## src/flame_qual_defs.vh

```
// Constants for the flame-pulse qualifier: register map, field layout,
// reset values and timing. Included by the design files; definitions only.
`ifndef FLAME_QUAL_DEFS_VH
`define FLAME_QUAL_DEFS_VH

// Timing, 100 MHz system clock
`define CLK_PERIOD_NS 10
`define BASE_STEP_NS 31250000
// 31.25 ms step in 10 ns clocks, sized to the step counter
`define STEP_CYCLES 22'h2FAF08
`define STEP_CNT_W 22

// Zones and widths
`define NUM_ZONES 8
`define GATE_SW_W 8
`define NIBBLE_W 4
`define THR_W 7
`define PCNT_W 7

// Substitutes for too-small settings
`define GATE_MIN_STEPS 8'h01
`define MIN_COUNT 4'h2
`define MIN_CONSEC 4'h2
// Gate length of 0.5 s or more is any of the upper four switches
`define GATE_LONG_MSB 7
`define GATE_LONG_LSB 4

// Long-gate count multipliers, selected by the highest upper switch
`define FACTOR_0P5S 3'h2
`define FACTOR_1S 3'h4
`define FACTOR_2S 3'h5
`define FACTOR_4S 3'h5

// Edges after release before the filter holds the switch levels
`define CAPTURE_DELAY 3'h4

// Register word indices; the byte address is four times the index
`define REG_CTRL 4'h0
`define REG_CONFIG 4'h1
`define REG_ZONE_STAT 4'h2
`define REG_IRQ_STAT 4'h3
`define REG_IRQ_MASK 4'h4
`define REG_THRESH 4'h5
`define ADDR_IDX_MSB 5
`define ADDR_IDX_LSB 2

// Reset values
`define CTRL_RESET 2'h1
`define IRQ_MASK_RESET 16'h0000

// Bus responses
`define RESP_OKAY 2'h0
`define RESP_SLVERR 2'h2

`endif

```

## src/flame_pulse_qualifier.v

```verilog
// Eight-zone flame-pulse qualifier with AXI4-Lite register access.
// Assumes switch, presence and pulse pins are asynchronous to aclk and
// that the switches are settled before reset is released.
//
// Contract
// (RL1) Enabled zone without detector signals fault
// (RL2) Disabled zone alarms, no self-test, no fault
// (RL3) Detector sends pulses only when IR enables
// (RL4) Count pulses per gate, judge at gate end
// (RL5) Gate programmable in 31.25 ms steps
// (RL6) Gate length is sum of switch weights
// (RL7) No gate switch gives minimum 31.25 ms
// (RL8) Count setting is sum of 8,4,2,1
// (RL9) Count below two becomes two
// (RL10) Base count ranges 2 to 15
// (RL11) Short gate uses count directly
// (RL12) Long gate multiplies count by factor
// (RL13) Fire after threshold met in consecutive gates
// (RL14) Consecutive setting summed, minimum two
// (RL15) Switches settled before power, sampled once
// (RL16) Failed gate clears consecutive counter
// (RL17) Long-gate factors are configurable constants
// (RL18) Per-zone counters, one shared gate timebase
`timescale 1ns/1ns
`default_nettype none
`include "flame_qual_defs.vh"

module flame_pulse_qualifier #(
	parameter [`STEP_CNT_W-1:0] STEP_CYCLES = `STEP_CYCLES,
	parameter [2:0] FACTOR_0P5S = `FACTOR_0P5S, // [RL17]
	parameter [2:0] FACTOR_1S = `FACTOR_1S,
	parameter [2:0] FACTOR_2S = `FACTOR_2S,
	parameter [2:0] FACTOR_4S = `FACTOR_4S
) (
	// Clock and reset
	input wire aclk,
	input wire aresetn,
	// AXI4-Lite write address and data
	input wire [5:0] s_axil_awaddr,
	input wire s_axil_awvalid,
	output reg s_axil_awready,
	input wire [31:0] s_axil_wdata,
	input wire [3:0] s_axil_wstrb,
	input wire s_axil_wvalid,
	output reg s_axil_wready,
	// AXI4-Lite write response
	output reg [1:0] s_axil_bresp,
	output reg s_axil_bvalid,
	input wire s_axil_bready,
	// AXI4-Lite read
	input wire [5:0] s_axil_araddr,
	input wire s_axil_arvalid,
	output reg s_axil_arready,
	output reg [31:0] s_axil_rdata,
	output reg [1:0] s_axil_rresp,
	output reg s_axil_rvalid,
	input wire s_axil_rready,
	// Configuration switches
	input wire [7:0] gate_len_sw,
	input wire [3:0] count_sw,
	input wire [3:0] consec_sw,
	input wire [7:0] zone_enable_sw,
	// Detector side
	input wire [7:0] flame_pulse,
	input wire [7:0] detector_present,
	// Results
	output wire [7:0] zone_fire,
	output reg [7:0] zone_fault_ff,
	output reg [7:0] optical_path_self_test_mask_ff,
	output reg irq_ff
);

localparam SYNC_W = 40;

// Synchroniser stages and agreement filter
reg [SYNC_W-1:0] sync1_ff;
reg [SYNC_W-1:0] sync2_ff;
reg [SYNC_W-1:0] sync3_ff;
reg [SYNC_W-1:0] filt_ff;
reg [7:0] pulse_prev_ff;
wire [SYNC_W-1:0] pin_bus;
wire [7:0] pulse_rise;

// Captured configuration
reg [2:0] cap_cnt_ff;
reg cfg_loaded_ff;
reg [7:0] gate_cfg_ff;
reg [3:0] count_cfg_ff;
reg [3:0] consec_cfg_ff;
reg [7:0] zone_en_ff;

// Derived settings
reg [7:0] gate_steps;
reg [3:0] base_count;
reg [3:0] consec_target;
reg [2:0] factor;
reg [`THR_W-1:0] threshold;

// Shared timebase
reg [`STEP_CNT_W-1:0] step_cnt_ff;
reg [7:0] gate_cnt_ff;
reg gate_end_ff;
wire active;

// Registers
reg [1:0] ctrl_ff;
reg [15:0] irq_stat_ff;
reg [15:0] irq_mask_ff;
reg [7:0] fire_prev_ff;
reg [7:0] fault_prev_ff;
reg [15:0] irq_events;
reg aw_held_ff;
reg w_held_ff;
reg [5:0] awaddr_ff;
reg [31:0] wdata_ff;
reg [3:0] wstrb_ff;
reg [31:0] rd_mux;
reg rd_ok;
wire [3:0] wr_idx;
wire [3:0] rd_idx;
wire do_write;
wire do_read;

assign pin_bus = {zone_enable_sw, consec_sw, count_sw, gate_len_sw,
	detector_present, flame_pulse};

// Three-stage sync per pin; value moves once stages two and three agree
genvar gi;
generate
	for (gi = 0; gi < SYNC_W; gi = gi + 1) begin : g_sync
		always @(posedge aclk) begin
			if (!aresetn) begin
				sync1_ff[gi] <= 1'b0;
				sync2_ff[gi] <= 1'b0;
				sync3_ff[gi] <= 1'b0;
				filt_ff[gi] <= 1'b0;
			end else begin
				sync1_ff[gi] <= pin_bus[gi];
				sync2_ff[gi] <= sync1_ff[gi];
				sync3_ff[gi] <= sync2_ff[gi];
				if (sync2_ff[gi] == sync3_ff[gi])
					filt_ff[gi] <= sync3_ff[gi];
			end
		end
	end
endgenerate

// Pulse edge detection on the filtered detector lines
always @(posedge aclk) begin
	if (!aresetn)
		pulse_prev_ff <= 8'h00;
	else
		pulse_prev_ff <= filt_ff[7:0];
end
assign pulse_rise = filt_ff[7:0] & ~pulse_prev_ff; // [RL3]

// Switches are read once after release, when the filter has settled
always @(posedge aclk) begin
	if (!aresetn) begin
		cap_cnt_ff <= 3'h0;
		cfg_loaded_ff <= 1'b0;
		gate_cfg_ff <= 8'h00;
		count_cfg_ff <= 4'h0;
		consec_cfg_ff <= 4'h0;
		zone_en_ff <= 8'h00;
	end else if (!cfg_loaded_ff) begin
		if (cap_cnt_ff == `CAPTURE_DELAY) begin
			cfg_loaded_ff <= 1'b1; // [RL15]
			gate_cfg_ff <= filt_ff[23:16];
			count_cfg_ff <= filt_ff[27:24];
			consec_cfg_ff <= filt_ff[31:28];
			zone_en_ff <= filt_ff[39:32];
		end else begin
			cap_cnt_ff <= cap_cnt_ff + 3'h1;
		end
	end
end

// Effective gate, count and consecutive settings
always @* begin
	gate_steps = (gate_cfg_ff == 8'h00) ? `GATE_MIN_STEPS
		: gate_cfg_ff; // [RL5] [RL6] [RL7]
	base_count = (count_cfg_ff < `MIN_COUNT) ? `MIN_COUNT
		: count_cfg_ff; // [RL8] [RL9] [RL10]
	consec_target = (consec_cfg_ff < `MIN_CONSEC) ? `MIN_CONSEC
		: consec_cfg_ff; // [RL14]
	// Highest closed upper switch picks the multiplier
	if (gate_cfg_ff[7])
		factor = FACTOR_4S; // [RL12]
	else if (gate_cfg_ff[6])
		factor = FACTOR_2S;
	else if (gate_cfg_ff[5])
		factor = FACTOR_1S;
	else if (gate_cfg_ff[4])
		factor = FACTOR_0P5S;
	else
		factor = 3'h1; // [RL11]
	threshold = {3'h0, base_count} * {4'h0, factor};
end

assign active = cfg_loaded_ff && ctrl_ff[0];

// Common 31.25 ms step and gate counters shared by every zone
always @(posedge aclk) begin
	if (!aresetn || !active) begin
		step_cnt_ff <= {`STEP_CNT_W{1'b0}};
		gate_cnt_ff <= 8'h00;
		gate_end_ff <= 1'b0;
	end else begin
		gate_end_ff <= 1'b0;
		if (step_cnt_ff == STEP_CYCLES - 1'b1) begin
			step_cnt_ff <= {`STEP_CNT_W{1'b0}};
			if (gate_cnt_ff == gate_steps - 8'h01) begin
				gate_cnt_ff <= 8'h00;
				gate_end_ff <= 1'b1; // [RL18]
			end else begin
				gate_cnt_ff <= gate_cnt_ff + 8'h01;
			end
		end else begin
			step_cnt_ff <= step_cnt_ff + 1'b1;
		end
	end
end

// Independent qualifier per zone; fire ignores the enable switch
generate
	for (gi = 0; gi < `NUM_ZONES; gi = gi + 1) begin : g_zone
		zone_qualifier u_zone (
			.aclk(aclk),
			.aresetn(aresetn),
			.active(active),
			.gate_end(gate_end_ff),
			.threshold(threshold),
			.consec_target(consec_target),
			.pulse_rise(pulse_rise[gi]),
			.fire_ff(zone_fire[gi]) // [RL2] [RL18]
		);
	end
endgenerate

// Fault and self-test eligibility follow the enable switches
always @(posedge aclk) begin
	if (!aresetn) begin
		zone_fault_ff <= 8'h00;
		optical_path_self_test_mask_ff <= 8'h00;
	end else if (cfg_loaded_ff) begin
		zone_fault_ff <= zone_en_ff & ~filt_ff[15:8]; // [RL1] [RL2]
		optical_path_self_test_mask_ff <= zone_en_ff; // [RL2]
	end
end

// Interrupt events: rising fire and rising fault per zone
always @* begin
	irq_events = {zone_fault_ff & ~fault_prev_ff,
		zone_fire & ~fire_prev_ff};
end

// AXI handshakes; address and data may arrive in either order
assign do_write = aw_held_ff && w_held_ff && !s_axil_bvalid;
assign do_read = s_axil_arvalid && s_axil_arready;
assign wr_idx = awaddr_ff[`ADDR_IDX_MSB:`ADDR_IDX_LSB];
assign rd_idx = s_axil_araddr[`ADDR_IDX_MSB:`ADDR_IDX_LSB];

// Read data selection; unmapped words answer SLVERR with zero data
always @* begin
	rd_ok = 1'b1;
	case (rd_idx)
		`REG_CTRL: rd_mux = {30'h0, ctrl_ff};
		`REG_CONFIG: rd_mux = {8'h00, zone_en_ff, consec_cfg_ff,
			count_cfg_ff, gate_cfg_ff};
		`REG_ZONE_STAT: rd_mux = {7'h00, cfg_loaded_ff, filt_ff[15:8],
			zone_fault_ff, zone_fire};
		`REG_IRQ_STAT: rd_mux = {16'h0000, irq_stat_ff};
		`REG_IRQ_MASK: rd_mux = {16'h0000, irq_mask_ff};
		`REG_THRESH: rd_mux = {20'h00000, consec_target, 1'b0,
			threshold};
		default: begin
			rd_mux = 32'h00000000;
			rd_ok = 1'b0;
		end
	endcase
end

// Bus slave and software registers
always @(posedge aclk) begin
	if (!aresetn) begin
		s_axil_awready <= 1'b0;
		s_axil_wready <= 1'b0;
		s_axil_bvalid <= 1'b0;
		s_axil_bresp <= `RESP_OKAY;
		s_axil_arready <= 1'b0;
		s_axil_rvalid <= 1'b0;
		s_axil_rresp <= `RESP_OKAY;
		s_axil_rdata <= 32'h00000000;
		aw_held_ff <= 1'b0;
		w_held_ff <= 1'b0;
		awaddr_ff <= 6'h00;
		wdata_ff <= 32'h00000000;
		wstrb_ff <= 4'h0;
		ctrl_ff <= `CTRL_RESET;
		irq_mask_ff <= `IRQ_MASK_RESET;
		irq_stat_ff <= 16'h0000;
		fire_prev_ff <= 8'h00;
		fault_prev_ff <= 8'h00;
		irq_ff <= 1'b0;
	end else begin
		fire_prev_ff <= zone_fire;
		fault_prev_ff <= zone_fault_ff;
		// Ready only while the holding slot is free
		s_axil_awready <= !aw_held_ff && !s_axil_awready;
		s_axil_wready <= !w_held_ff && !s_axil_wready;
		if (s_axil_awvalid && s_axil_awready) begin
			aw_held_ff <= 1'b1;
			awaddr_ff <= s_axil_awaddr;
		end
		if (s_axil_wvalid && s_axil_wready) begin
			w_held_ff <= 1'b1;
			wdata_ff <= s_axil_wdata;
			wstrb_ff <= s_axil_wstrb;
		end
		if (do_write) begin
			aw_held_ff <= 1'b0;
			w_held_ff <= 1'b0;
			s_axil_bvalid <= 1'b1;
			s_axil_bresp <= `RESP_OKAY;
			case (wr_idx)
				`REG_CTRL: if (wstrb_ff[0])
					ctrl_ff <= wdata_ff[1:0];
				`REG_IRQ_MASK: begin
					if (wstrb_ff[0])
						irq_mask_ff[7:0] <= wdata_ff[7:0];
					if (wstrb_ff[1])
						irq_mask_ff[15:8] <= wdata_ff[15:8];
				end
				`REG_CONFIG, `REG_ZONE_STAT, `REG_IRQ_STAT,
				`REG_THRESH: ;
				default: s_axil_bresp <= `RESP_SLVERR;
			endcase
		end else if (s_axil_bvalid && s_axil_bready) begin
			s_axil_bvalid <= 1'b0;
		end
		// One read in flight; arready drops while an answer waits
		s_axil_arready <= !s_axil_rvalid && !s_axil_arready;
		if (do_read) begin
			s_axil_rvalid <= 1'b1;
			s_axil_rdata <= rd_mux;
			s_axil_rresp <= rd_ok ? `RESP_OKAY : `RESP_SLVERR;
		end else if (s_axil_rvalid && s_axil_rready) begin
			s_axil_rvalid <= 1'b0;
		end
		// Read clears status; a new event in the same cycle survives
		if (do_read && (rd_idx == `REG_IRQ_STAT))
			irq_stat_ff <= irq_events;
		else
			irq_stat_ff <= irq_stat_ff | irq_events;
		irq_ff <= |((irq_stat_ff | irq_events) & irq_mask_ff &
			~((do_read && (rd_idx == `REG_IRQ_STAT)) ?
			irq_stat_ff & ~irq_events : 16'h0000));
	end
end

endmodule
`default_nettype wire

```

## src/zone_qualifier.v

```verilog
// One zone's pulse counter and consecutive-gate counter.
// Assumes gate_end is a one-cycle pulse shared by all zones and that
// pulse_rise is already synchronised to aclk.
`timescale 1ns/1ns
`default_nettype none
`include "flame_qual_defs.vh"

module zone_qualifier (
	// Clock and reset
	input wire aclk,
	input wire aresetn,
	// Common gate timing and settings
	input wire active,
	input wire gate_end,
	input wire [`THR_W-1:0] threshold,
	input wire [`NIBBLE_W-1:0] consec_target,
	// Detector pulses
	input wire pulse_rise,
	// Result
	output reg fire_ff
);

reg [`PCNT_W-1:0] pulse_cnt_ff;
reg [`NIBBLE_W-1:0] consec_ff;
reg [`PCNT_W-1:0] nxt_pulse_cnt;
reg [`NIBBLE_W-1:0] nxt_consec;
reg nxt_fire;
reg met;

// Gate judgement; a pulse landing on gate_end still counts for this gate
always @* begin
	nxt_pulse_cnt = pulse_cnt_ff;
	nxt_consec = consec_ff;
	nxt_fire = fire_ff;
	met = 1'b0;
	if (!active) begin
		nxt_pulse_cnt = {`PCNT_W{1'b0}};
		nxt_consec = {`NIBBLE_W{1'b0}};
		nxt_fire = 1'b0;
	end else if (gate_end) begin
		met = ({1'b0, pulse_cnt_ff} + {{`PCNT_W{1'b0}}, pulse_rise})
			>= {1'b0, threshold}; // [RL4]
		nxt_pulse_cnt = {`PCNT_W{1'b0}};
		if (met) begin
			// Saturate: a run longer than the target keeps fire
			if (consec_ff != consec_target)
				nxt_consec = consec_ff + 4'h1;
		end else begin
			nxt_consec = {`NIBBLE_W{1'b0}}; // [RL16]
		end
		// Fifth bit keeps a run at target 15 from wrapping to zero
		nxt_fire = met && (({1'b0, consec_ff} + 5'h01) >=
			{1'b0, consec_target}); // [RL13]
	end else if (pulse_rise && (pulse_cnt_ff != {`PCNT_W{1'b1}})) begin
		nxt_pulse_cnt = pulse_cnt_ff + 7'h01; // [RL4]
	end
end

// Zone state
always @(posedge aclk) begin
	if (!aresetn) begin
		pulse_cnt_ff <= {`PCNT_W{1'b0}};
		consec_ff <= {`NIBBLE_W{1'b0}};
		fire_ff <= 1'b0;
	end else begin
		pulse_cnt_ff <= nxt_pulse_cnt;
		consec_ff <= nxt_consec;
		fire_ff <= nxt_fire;
	end
end

endmodule
`default_nettype wire

```

## config.mk

```make
export PLATFORM = sky130hd
export DESIGN_NAME = flame_pulse_qualifier
export DESIGN_NICKNAME = d
export VERILOG_FILES = /design/src/flame_pulse_qualifier.v /design/src/zone_qualifier.v
export VERILOG_INCLUDE_DIRS = /design/src
export SDC_FILE = /design/constraint.sdc
export NUM_CORES = 1
export LEC_CHECK = 0
export ABC_AREA = 0
export BUFFER_PORTS_ARGS = -buffer_cell sky130_fd_sc_hd__buf_2
export CAP_MARGIN = 10
export CORE_MARGIN = 4
export CORE_UTILIZATION = 50
export DETAILED_ROUTE_END_ITERATION = 12
export PLACE_DENSITY = 0.68
export SETUP_SLACK_MARGIN = 0.2
export SYNTH_ARGS = -nofsm -noshare
export SYNTH_HDL_FRONTEND = slang
export SYNTH_HIERARCHICAL = 1
export SYNTH_SLANG_ARGS = --single-unit
```

## constraint.sdc

```tcl
create_clock -name aclk -period 8.2 [get_ports aclk]
set_input_delay 0 -clock aclk [delete_from_list [all_inputs] [get_ports aclk]]
set_output_delay 0 -clock aclk [all_outputs]
set_load 0.02 [all_outputs]
```

Word-level counts from Yosys, hierarchy flattened
Index checks and enable logic that the tools add are counted.

Register bits after elaboration: 457. Bits in latches: 0. Bits in writable memories: 0. Memory bits (read-only): 0. Logic and storage cells: 468. Memories: 0.

$add $sub $neg: 36. Multiply operators: 1. Divide/modulo/power cells: 0. $lt $le $gt $ge: 18. Equality and inequality tests: 77. Shift-type cells: 0. Muxes and demuxes: 37. Bitwise logic cells: 19. Reduce and logical (&&, ||, !) cells: 64.

Operators with widths (number): one-hot mux 25 bit (6 select lines) (1); 2-to-1 mux 4 bit (18); adder 7 x 1 -> 8 bit (8); greater-or-equal comparator 8 x 7 -> 1 bit (8); adder 7 x 1 -> 7 bit, second input constant (8); inequality test 7 bit, second input constant (8); AND 16 bit (3); adder 4 x 1 -> 5 bit, second input constant (8); == test 1 bit (40); greater-or-equal comparator 5 x 4 -> 1 bit (8); adder 4 x 1 -> 4 bit, second input constant (8); AND 8 bit (4); 2-to-1 mux 16 bit (2); inequality test 4 bit (8); NOT 16 bit (2); NOT 8 bit (4); logical AND 1 bit (28); adder 22 x 1 -> 22 bit, second input constant (1); == test 22 bit, second input constant (1); AND reduction 2 bit (11); == test 4 x 2 -> 1 bit, second input constant (4); == test 4 x 3 -> 1 bit, second input constant (4); 2-to-1 mux 8 bit (2); inequality test 2 bit, second input constant (8); 23 further kinds (55).

Longest topological paths before layout
Depth after elaboration: 8. Mapped depth: 19. Gate-level depth less buffers: 18.

Hierarchy
The synthesis kept the hierarchy.

By module, submodules not included: flame_pulse_qualifier (instances 1, cells an instance 1373, area each 13025.0 sq um); zone_qualifier (g_zone[1].u_zone ...) (instances 4, cells an instance 121, area each 1049.8 sq um); zone_qualifier (g_zone[0].u_zone ...) (instances 4, cells an instance 121, area each 1029.7 sq um).

Worst setup path before layout
Ideal clock, no wire load.

Path type: register -> register. From: reg gate_cfg_ff[4]. To: reg g_zone[1].u_zone.consec_ff[0]. Library setup time: 0.076 ns. Arrival: 3.552 ns. Data required time: 8.124 ns. Setup slack: 4.572 ns. Stages on the path, launching flop included: 18. Buffers on the path: 1. Clock period less this slack: 3.628 ns. Path through: dfxtp_1 -> buf_2 -> nor2_1 -> or3_1 -> nand2_1 -> fa_1 -> inv_1 -> ha_1 -> inv_1 -> fa_1 -> xnor2_1 -> inv_1 -> ha_1 -> nand3_1 -> nor3_1 -> o31a_1 -> o211ai_4 -> a22oi_2.

Cells in the longest elaborated chain, start to end: 8. Elaborated cells on any way between the ends: 9. Those cells by class: mul (1); order compare (1); eq/ne (1); mux (5); reduce/logical (1).

RTL lines: start, declared (RTL line flame_pulse_qualifier.v:87) `reg [7:0] gate_cfg_ff;`; start signal, assigned (RTL line flame_pulse_qualifier.v:169) `gate_cfg_ff <= filt_ff[23:16];`; 2-to-1 mux 2 bit (*) (RTL line flame_pulse_qualifier.v:194) `else if (gate_cfg_ff[4])`; 2-to-1 mux 3 bit (*) (RTL line flame_pulse_qualifier.v:192) `else if (gate_cfg_ff[5])`; 2-to-1 mux 3 bit (*) (RTL line flame_pulse_qualifier.v:190) `else if (gate_cfg_ff[6])`; 2-to-1 mux 3 bit (*) (RTL line flame_pulse_qualifier.v:188) `if (gate_cfg_ff[7])`; multiplier 4 x 3 -> 7 bit (*) (RTL line flame_pulse_qualifier.v:198) `threshold = {3'h0, base_count} * {4'h0, factor};`; via threshold[4] (RTL line flame_pulse_qualifier.v:97) `` reg [`THR_W-1:0] threshold; ``; greater-or-equal comparator 8 x 7 -> 1 bit (*) (RTL line zone_qualifier.v:41) `` met = ({1'b0, pulse_cnt_ff} + {{`PCNT_W{1'b0}}, pulse_rise}) ``; inequality test 2 bit (no line); AND reduction 2 bit (no line); end signal, assigned (RTL line zone_qualifier.v:63) `` consec_ff <= {`NIBBLE_W{1'b0}}; ``; end signal, assigned (RTL line zone_qualifier.v:67) `consec_ff <= nxt_consec;`; end, declared (RTL line zone_qualifier.v:24) `` reg [`NIBBLE_W-1:0] consec_ff; ``.

Mark *: on every way through the listed nets, which the timed path passes. The rest lies on a longest branch. A chain may end at the register's enable or synchronous reset.

Worst setup path after layout
From: reg gate_cfg_ff[4]. To: reg g_zone[7].u_zone.consec_ff[0].

Cells in the longest elaborated chain, start to end: 8. Elaborated cells on any way between the ends: 9. Those cells by class: mul (1); order compare (1); eq/ne (1); mux (5); reduce/logical (1).

RTL lines (RTL line): 2-to-1 mux 2 bit (*) (flame_pulse_qualifier.v:194); 2-to-1 mux 3 bit (*) (flame_pulse_qualifier.v:192); 2-to-1 mux 3 bit (*) (flame_pulse_qualifier.v:190); 2-to-1 mux 3 bit (*) (flame_pulse_qualifier.v:188); multiplier 4 x 3 -> 7 bit (*) (flame_pulse_qualifier.v:198); via threshold[6] (flame_pulse_qualifier.v:97); greater-or-equal comparator 8 x 7 -> 1 bit (*) (zone_qualifier.v:41); inequality test 2 bit (no line); AND reduction 2 bit (no line); end signal, assigned (zone_qualifier.v:63); end signal, assigned (zone_qualifier.v:67); end, declared (zone_qualifier.v:24).

Marked as above.

==> flow_metrics.env <==
export IMPL_run_status="completed"
export IMPL_rsz0062_at_grt="no"
export IMPL_critPathArrivalTime_ps=5140
export IMPL_finalCritPeriodShare=0.564
export IMPL_drt_total_wl_um=51500
export IMPL_cts_clock_pin_slew_for_the_worst_setup_and_hold_paths_ps=60
export IMPL_die_x_um=215
export IMPL_antenna_found_initial=3
export IMPL_fin_skew_ps=13.9
export IMPL_slew_headroom=0.277
export IMPL_final_layout_size_suffix_gt1_frac=0.120
export IMPL_synth_area_mm2=0.0213
export IMPL_vias_per_cell=5.44
export IMPL_start_util=0.508
export IMPL_first_global_vias=16600
export IMPL_cellPowerDensity_mw_per_mm2=188
export IMPL_mostFrequentLayoutCell="dfxtp_1"
export IMPL_yosysUniqueCellTypes=69
export IMPL_numPortBuffers=129
export IMPL_syn2layout_area_growth_pct=15.9
export IMPL_timing_reg2reg_worst_path_depth=18
export IMPL_final_critical_path_setup_slack_ps=3570
export IMPL_hold_path_cell_count=3
export IMPL_dp_hpwl_um=34400
export IMPL_layout_common_cells="dfxtp_1 (445), nand2_1 (259), and2_1 (181)"
export IMPL_synth_sequential_area_ratio=0.418
export IMPL_ctsHoldBuffers=79
export IMPL_core_area_mm2=0.0420
export IMPL_post_cts_setup_buffers=0
export IMPL_peak_clock_frequency_supported_by_timing_mhz=216
export IMPL_timing_worst_slew_pin_value_ps=1090
export IMPL_ctsResizeCount=0
export IMPL_io_pins=161
export IMPL_finalSetupViolCount=0
export IMPL_timing_final_max_slew_violations=0
export IMPL_track_usage=0.217
export IMPL_async_reset_ff_frac=0
export IMPL_cap_viol_max_count=0
export IMPL_final_hold_violation_count=0
export IMPL_globalplace_congestion=0.832
export IMPL_dieHeight_um=215
export IMPL_detail_route_first_pass_iterations=7
export IMPL_synth_cells=2341
export IMPL_yosys_area_top_type_share=0.418
export IMPL_grt_first_pass_wirelength_um=82700
export IMPL_clk_insertion_delay_late_ps=600
export IMPL_clk_path_buf_depth=3
export IMPL_cts_htree_levels=2
export IMPL_synth_yosys_warnings=6
export IMPL_fillerInstances=3656
export IMPL_post_route_min_period_ps=4630
export IMPL_drt_initial_drc_count=842
export IMPL_clock_root_buffer="clkbuf_16"
export IMPL_globalRoute_totalOverflow=0
export IMPL_cts_buffers_inserted=47
export IMPL_dpl_worst_slack_ps=3670
export IMPL_maximum_number_of_pins_on_one_net_before_global_route_repair=181
export IMPL_synth_edff_count=0
export IMPL_synth_flop_cell="dfxtp_1"
export IMPL_design_die_area_mm2=0.0461
export IMPL_ys_top_cells_by_area="dfxtp_1 (42%), ha_1 (8.1%), and2_1 (5.3%), nand2_1 (4.6%), xor2_1 (3.8%)"
export IMPL_critical_path_class="reg2reg"
export IMPL_cts_tree="built"
export IMPL_grt_busiest_layer="met2"
export IMPL_cellLeakagePower_nw=9.78
export IMPL_hold_class="in2reg"
export IMPL_vdd_ir_drop_max_mv=0.221
export IMPL_num_vias=16800
export IMPL_worst_path_max_fanout=10
export IMPL_type_of_element_capturing_the_critical_path="flop"
export IMPL_grt_util_met2=0.373
export IMPL_met1_global_route_usage=0.262
export IMPL_m3_gr_usage=0.0472
export IMPL_synth_top_cell_by_area="dfxtp_1"
export IMPL_wl_per_cell_um=16.7
export IMPL_syn_mean_instance_area_um2=9.12
export IMPL_synth_ff_latch_count=446
export IMPL_fin_nets=2745
export IMPL_post_route_drc_count=0
export IMPL_clock_sink_count=446
export IMPL_timing_critical_path_required_ps=8710
export IMPL_fin_tns_setup_ps=0
export IMPL_category_of_the_worst_setup_path_launch_point="flop"
export IMPL_route_antenna_remaining_nets=0
export IMPL_floorplan_rows=75
stage by stage:
stage	cell area [um2]	hold slack [ps]	cells	total power [mW]	utilization
floorplan	21400	127	2349	2.39	-
global placement	22300	205	2919	2.44	0.530
detailed placement	22300	209	2919	2.45	0.530
CTS	24700	103	3085	4.69	0.588
global route	24700	144	3087	4.81	0.588
finish	24700	138	3087	4.64	0.588
cell families after synthesis:
family,Yosys count,synth area share
muxes,25,0.0117
AOI/OAI and AO/OA,477,0.163
DFF,446,0.418
xor gates and xnor gates,155,0.0636
adders and majority gates,142,0.0843
and+or+nand+nor,837,0.208
buffers and inverters,258,0.0504
other,1,0.000176
registers in the layout, indices dropped and copies added, names as in the netlist, 4 cells and up:
register / count
sync3_ff: 40
irq_stat_ff: 16
fault_prev_ff: 8
consec_cfg_ff: 4
zone_en_ff: 8
gate_cfg_ff: 8
sync1_ff: 40
g_zone.u_zone/consec_ff: 32
irq_mask_ff: 16
zone_fault_ff: 8
step_cnt_ff: 22
count_cfg_ff: 4
awaddr_ff: 4
g_zone.u_zone/fire_ff: 8
filt_ff: 40
s_axil_rdata: 25
sync2_ff: 40
optical_path_self_test_mask_ff: 8
wdata_ff: 16
g_zone.u_zone/pulse_cnt_ff: 56
gate_cnt_ff: 8
pulse_prev_ff: 8
fire_prev_ff: 8
final timing paths:
path	slack [ps]	to	start
setup / recovery	3570	g_zone[7].u_zone/consec_ff[0]$_SDFFE_PN0P_	gate_cfg_ff[4]$_SDFFE_PN0P_
hold / removal	140	sync1_ff[34]$_SDFF_PN0_	zone_enable_sw[2]
hold reg to reg	430	sync2_ff[21]$_SDFF_PN0_	sync1_ff[21]$_SDFF_PN0_
setup reg to reg	3570	g_zone[7].u_zone/consec_ff[0]$_SDFFE_PN0P_	gate_cfg_ff[4]$_SDFFE_PN0P_
critical path, stage by stage (launching register included):
cell and delay [ps]:
dfxtp_1 570, nor2_1 120, or3_1 380, nand2_1 110, fa_1 400, inv_1 60
ha_1 160, inv_1 50, fa_1 420, nor2b_1 130, o21ai_0 80, nand2b_1 630
inv_1 110, ha_1 350, nand3_1 80, nor3_1 150, o31a_1 310, o211ai_2 160
a22oi_2 250
report_power, final:
group	leakage, nW	internal, mW	total (mW)	switching [mW]
clock	0.797	1.29	2.21	0.923
combinational	5.37	0.0844	0.201	0.116
sequential	3.62	2.21	2.23	0.0254
layer usage:
| metal | up-vias | wire, um |
|---|---|---|
| li1 | 8304 | - |
| met1 | 7981 | 21900 |
| met2 | 396 | 24500 |
| met3 | 115 | 3090 |
| met4 | 0 | 2000 |
| met5 | - | 0 |
synthesized netlist by cell type, drive strengths merged, types with 12 or more instances:
library cell,count
dfxtp,446
nand2,259
and2,181
inv,152
ha,139
nor2,134
o21ai,119
a21boi,106
xor2,93
a21oi,74
clkbuf,73
nand3,67
xnor2,62
nor2b,54
o211ai,49
a22oi,44
nand4,36
buf,33
a31oi,26
mux2i,25
and4,18
nor3,15
o22ai,15
nor4,14
nand2b,12
layout make-up:
type / count / area, um2 / area share
antenna: 2 / 5.00 / 0.000202
clock buffer: 63 / 1340 / 0.0540
clock inverter: 24 / 303 / 0.0122
inverter: 152 / 571 / 0.0231
multi-input combinational: 1645 / 11400 / 0.461
sequential: 446 / 8930 / 0.361
tap: 539 / 674 / 0.0273
timing repair buffer: 216 / 1510 / 0.0608
Note: power is estimated with default switching activity, not from simulation.
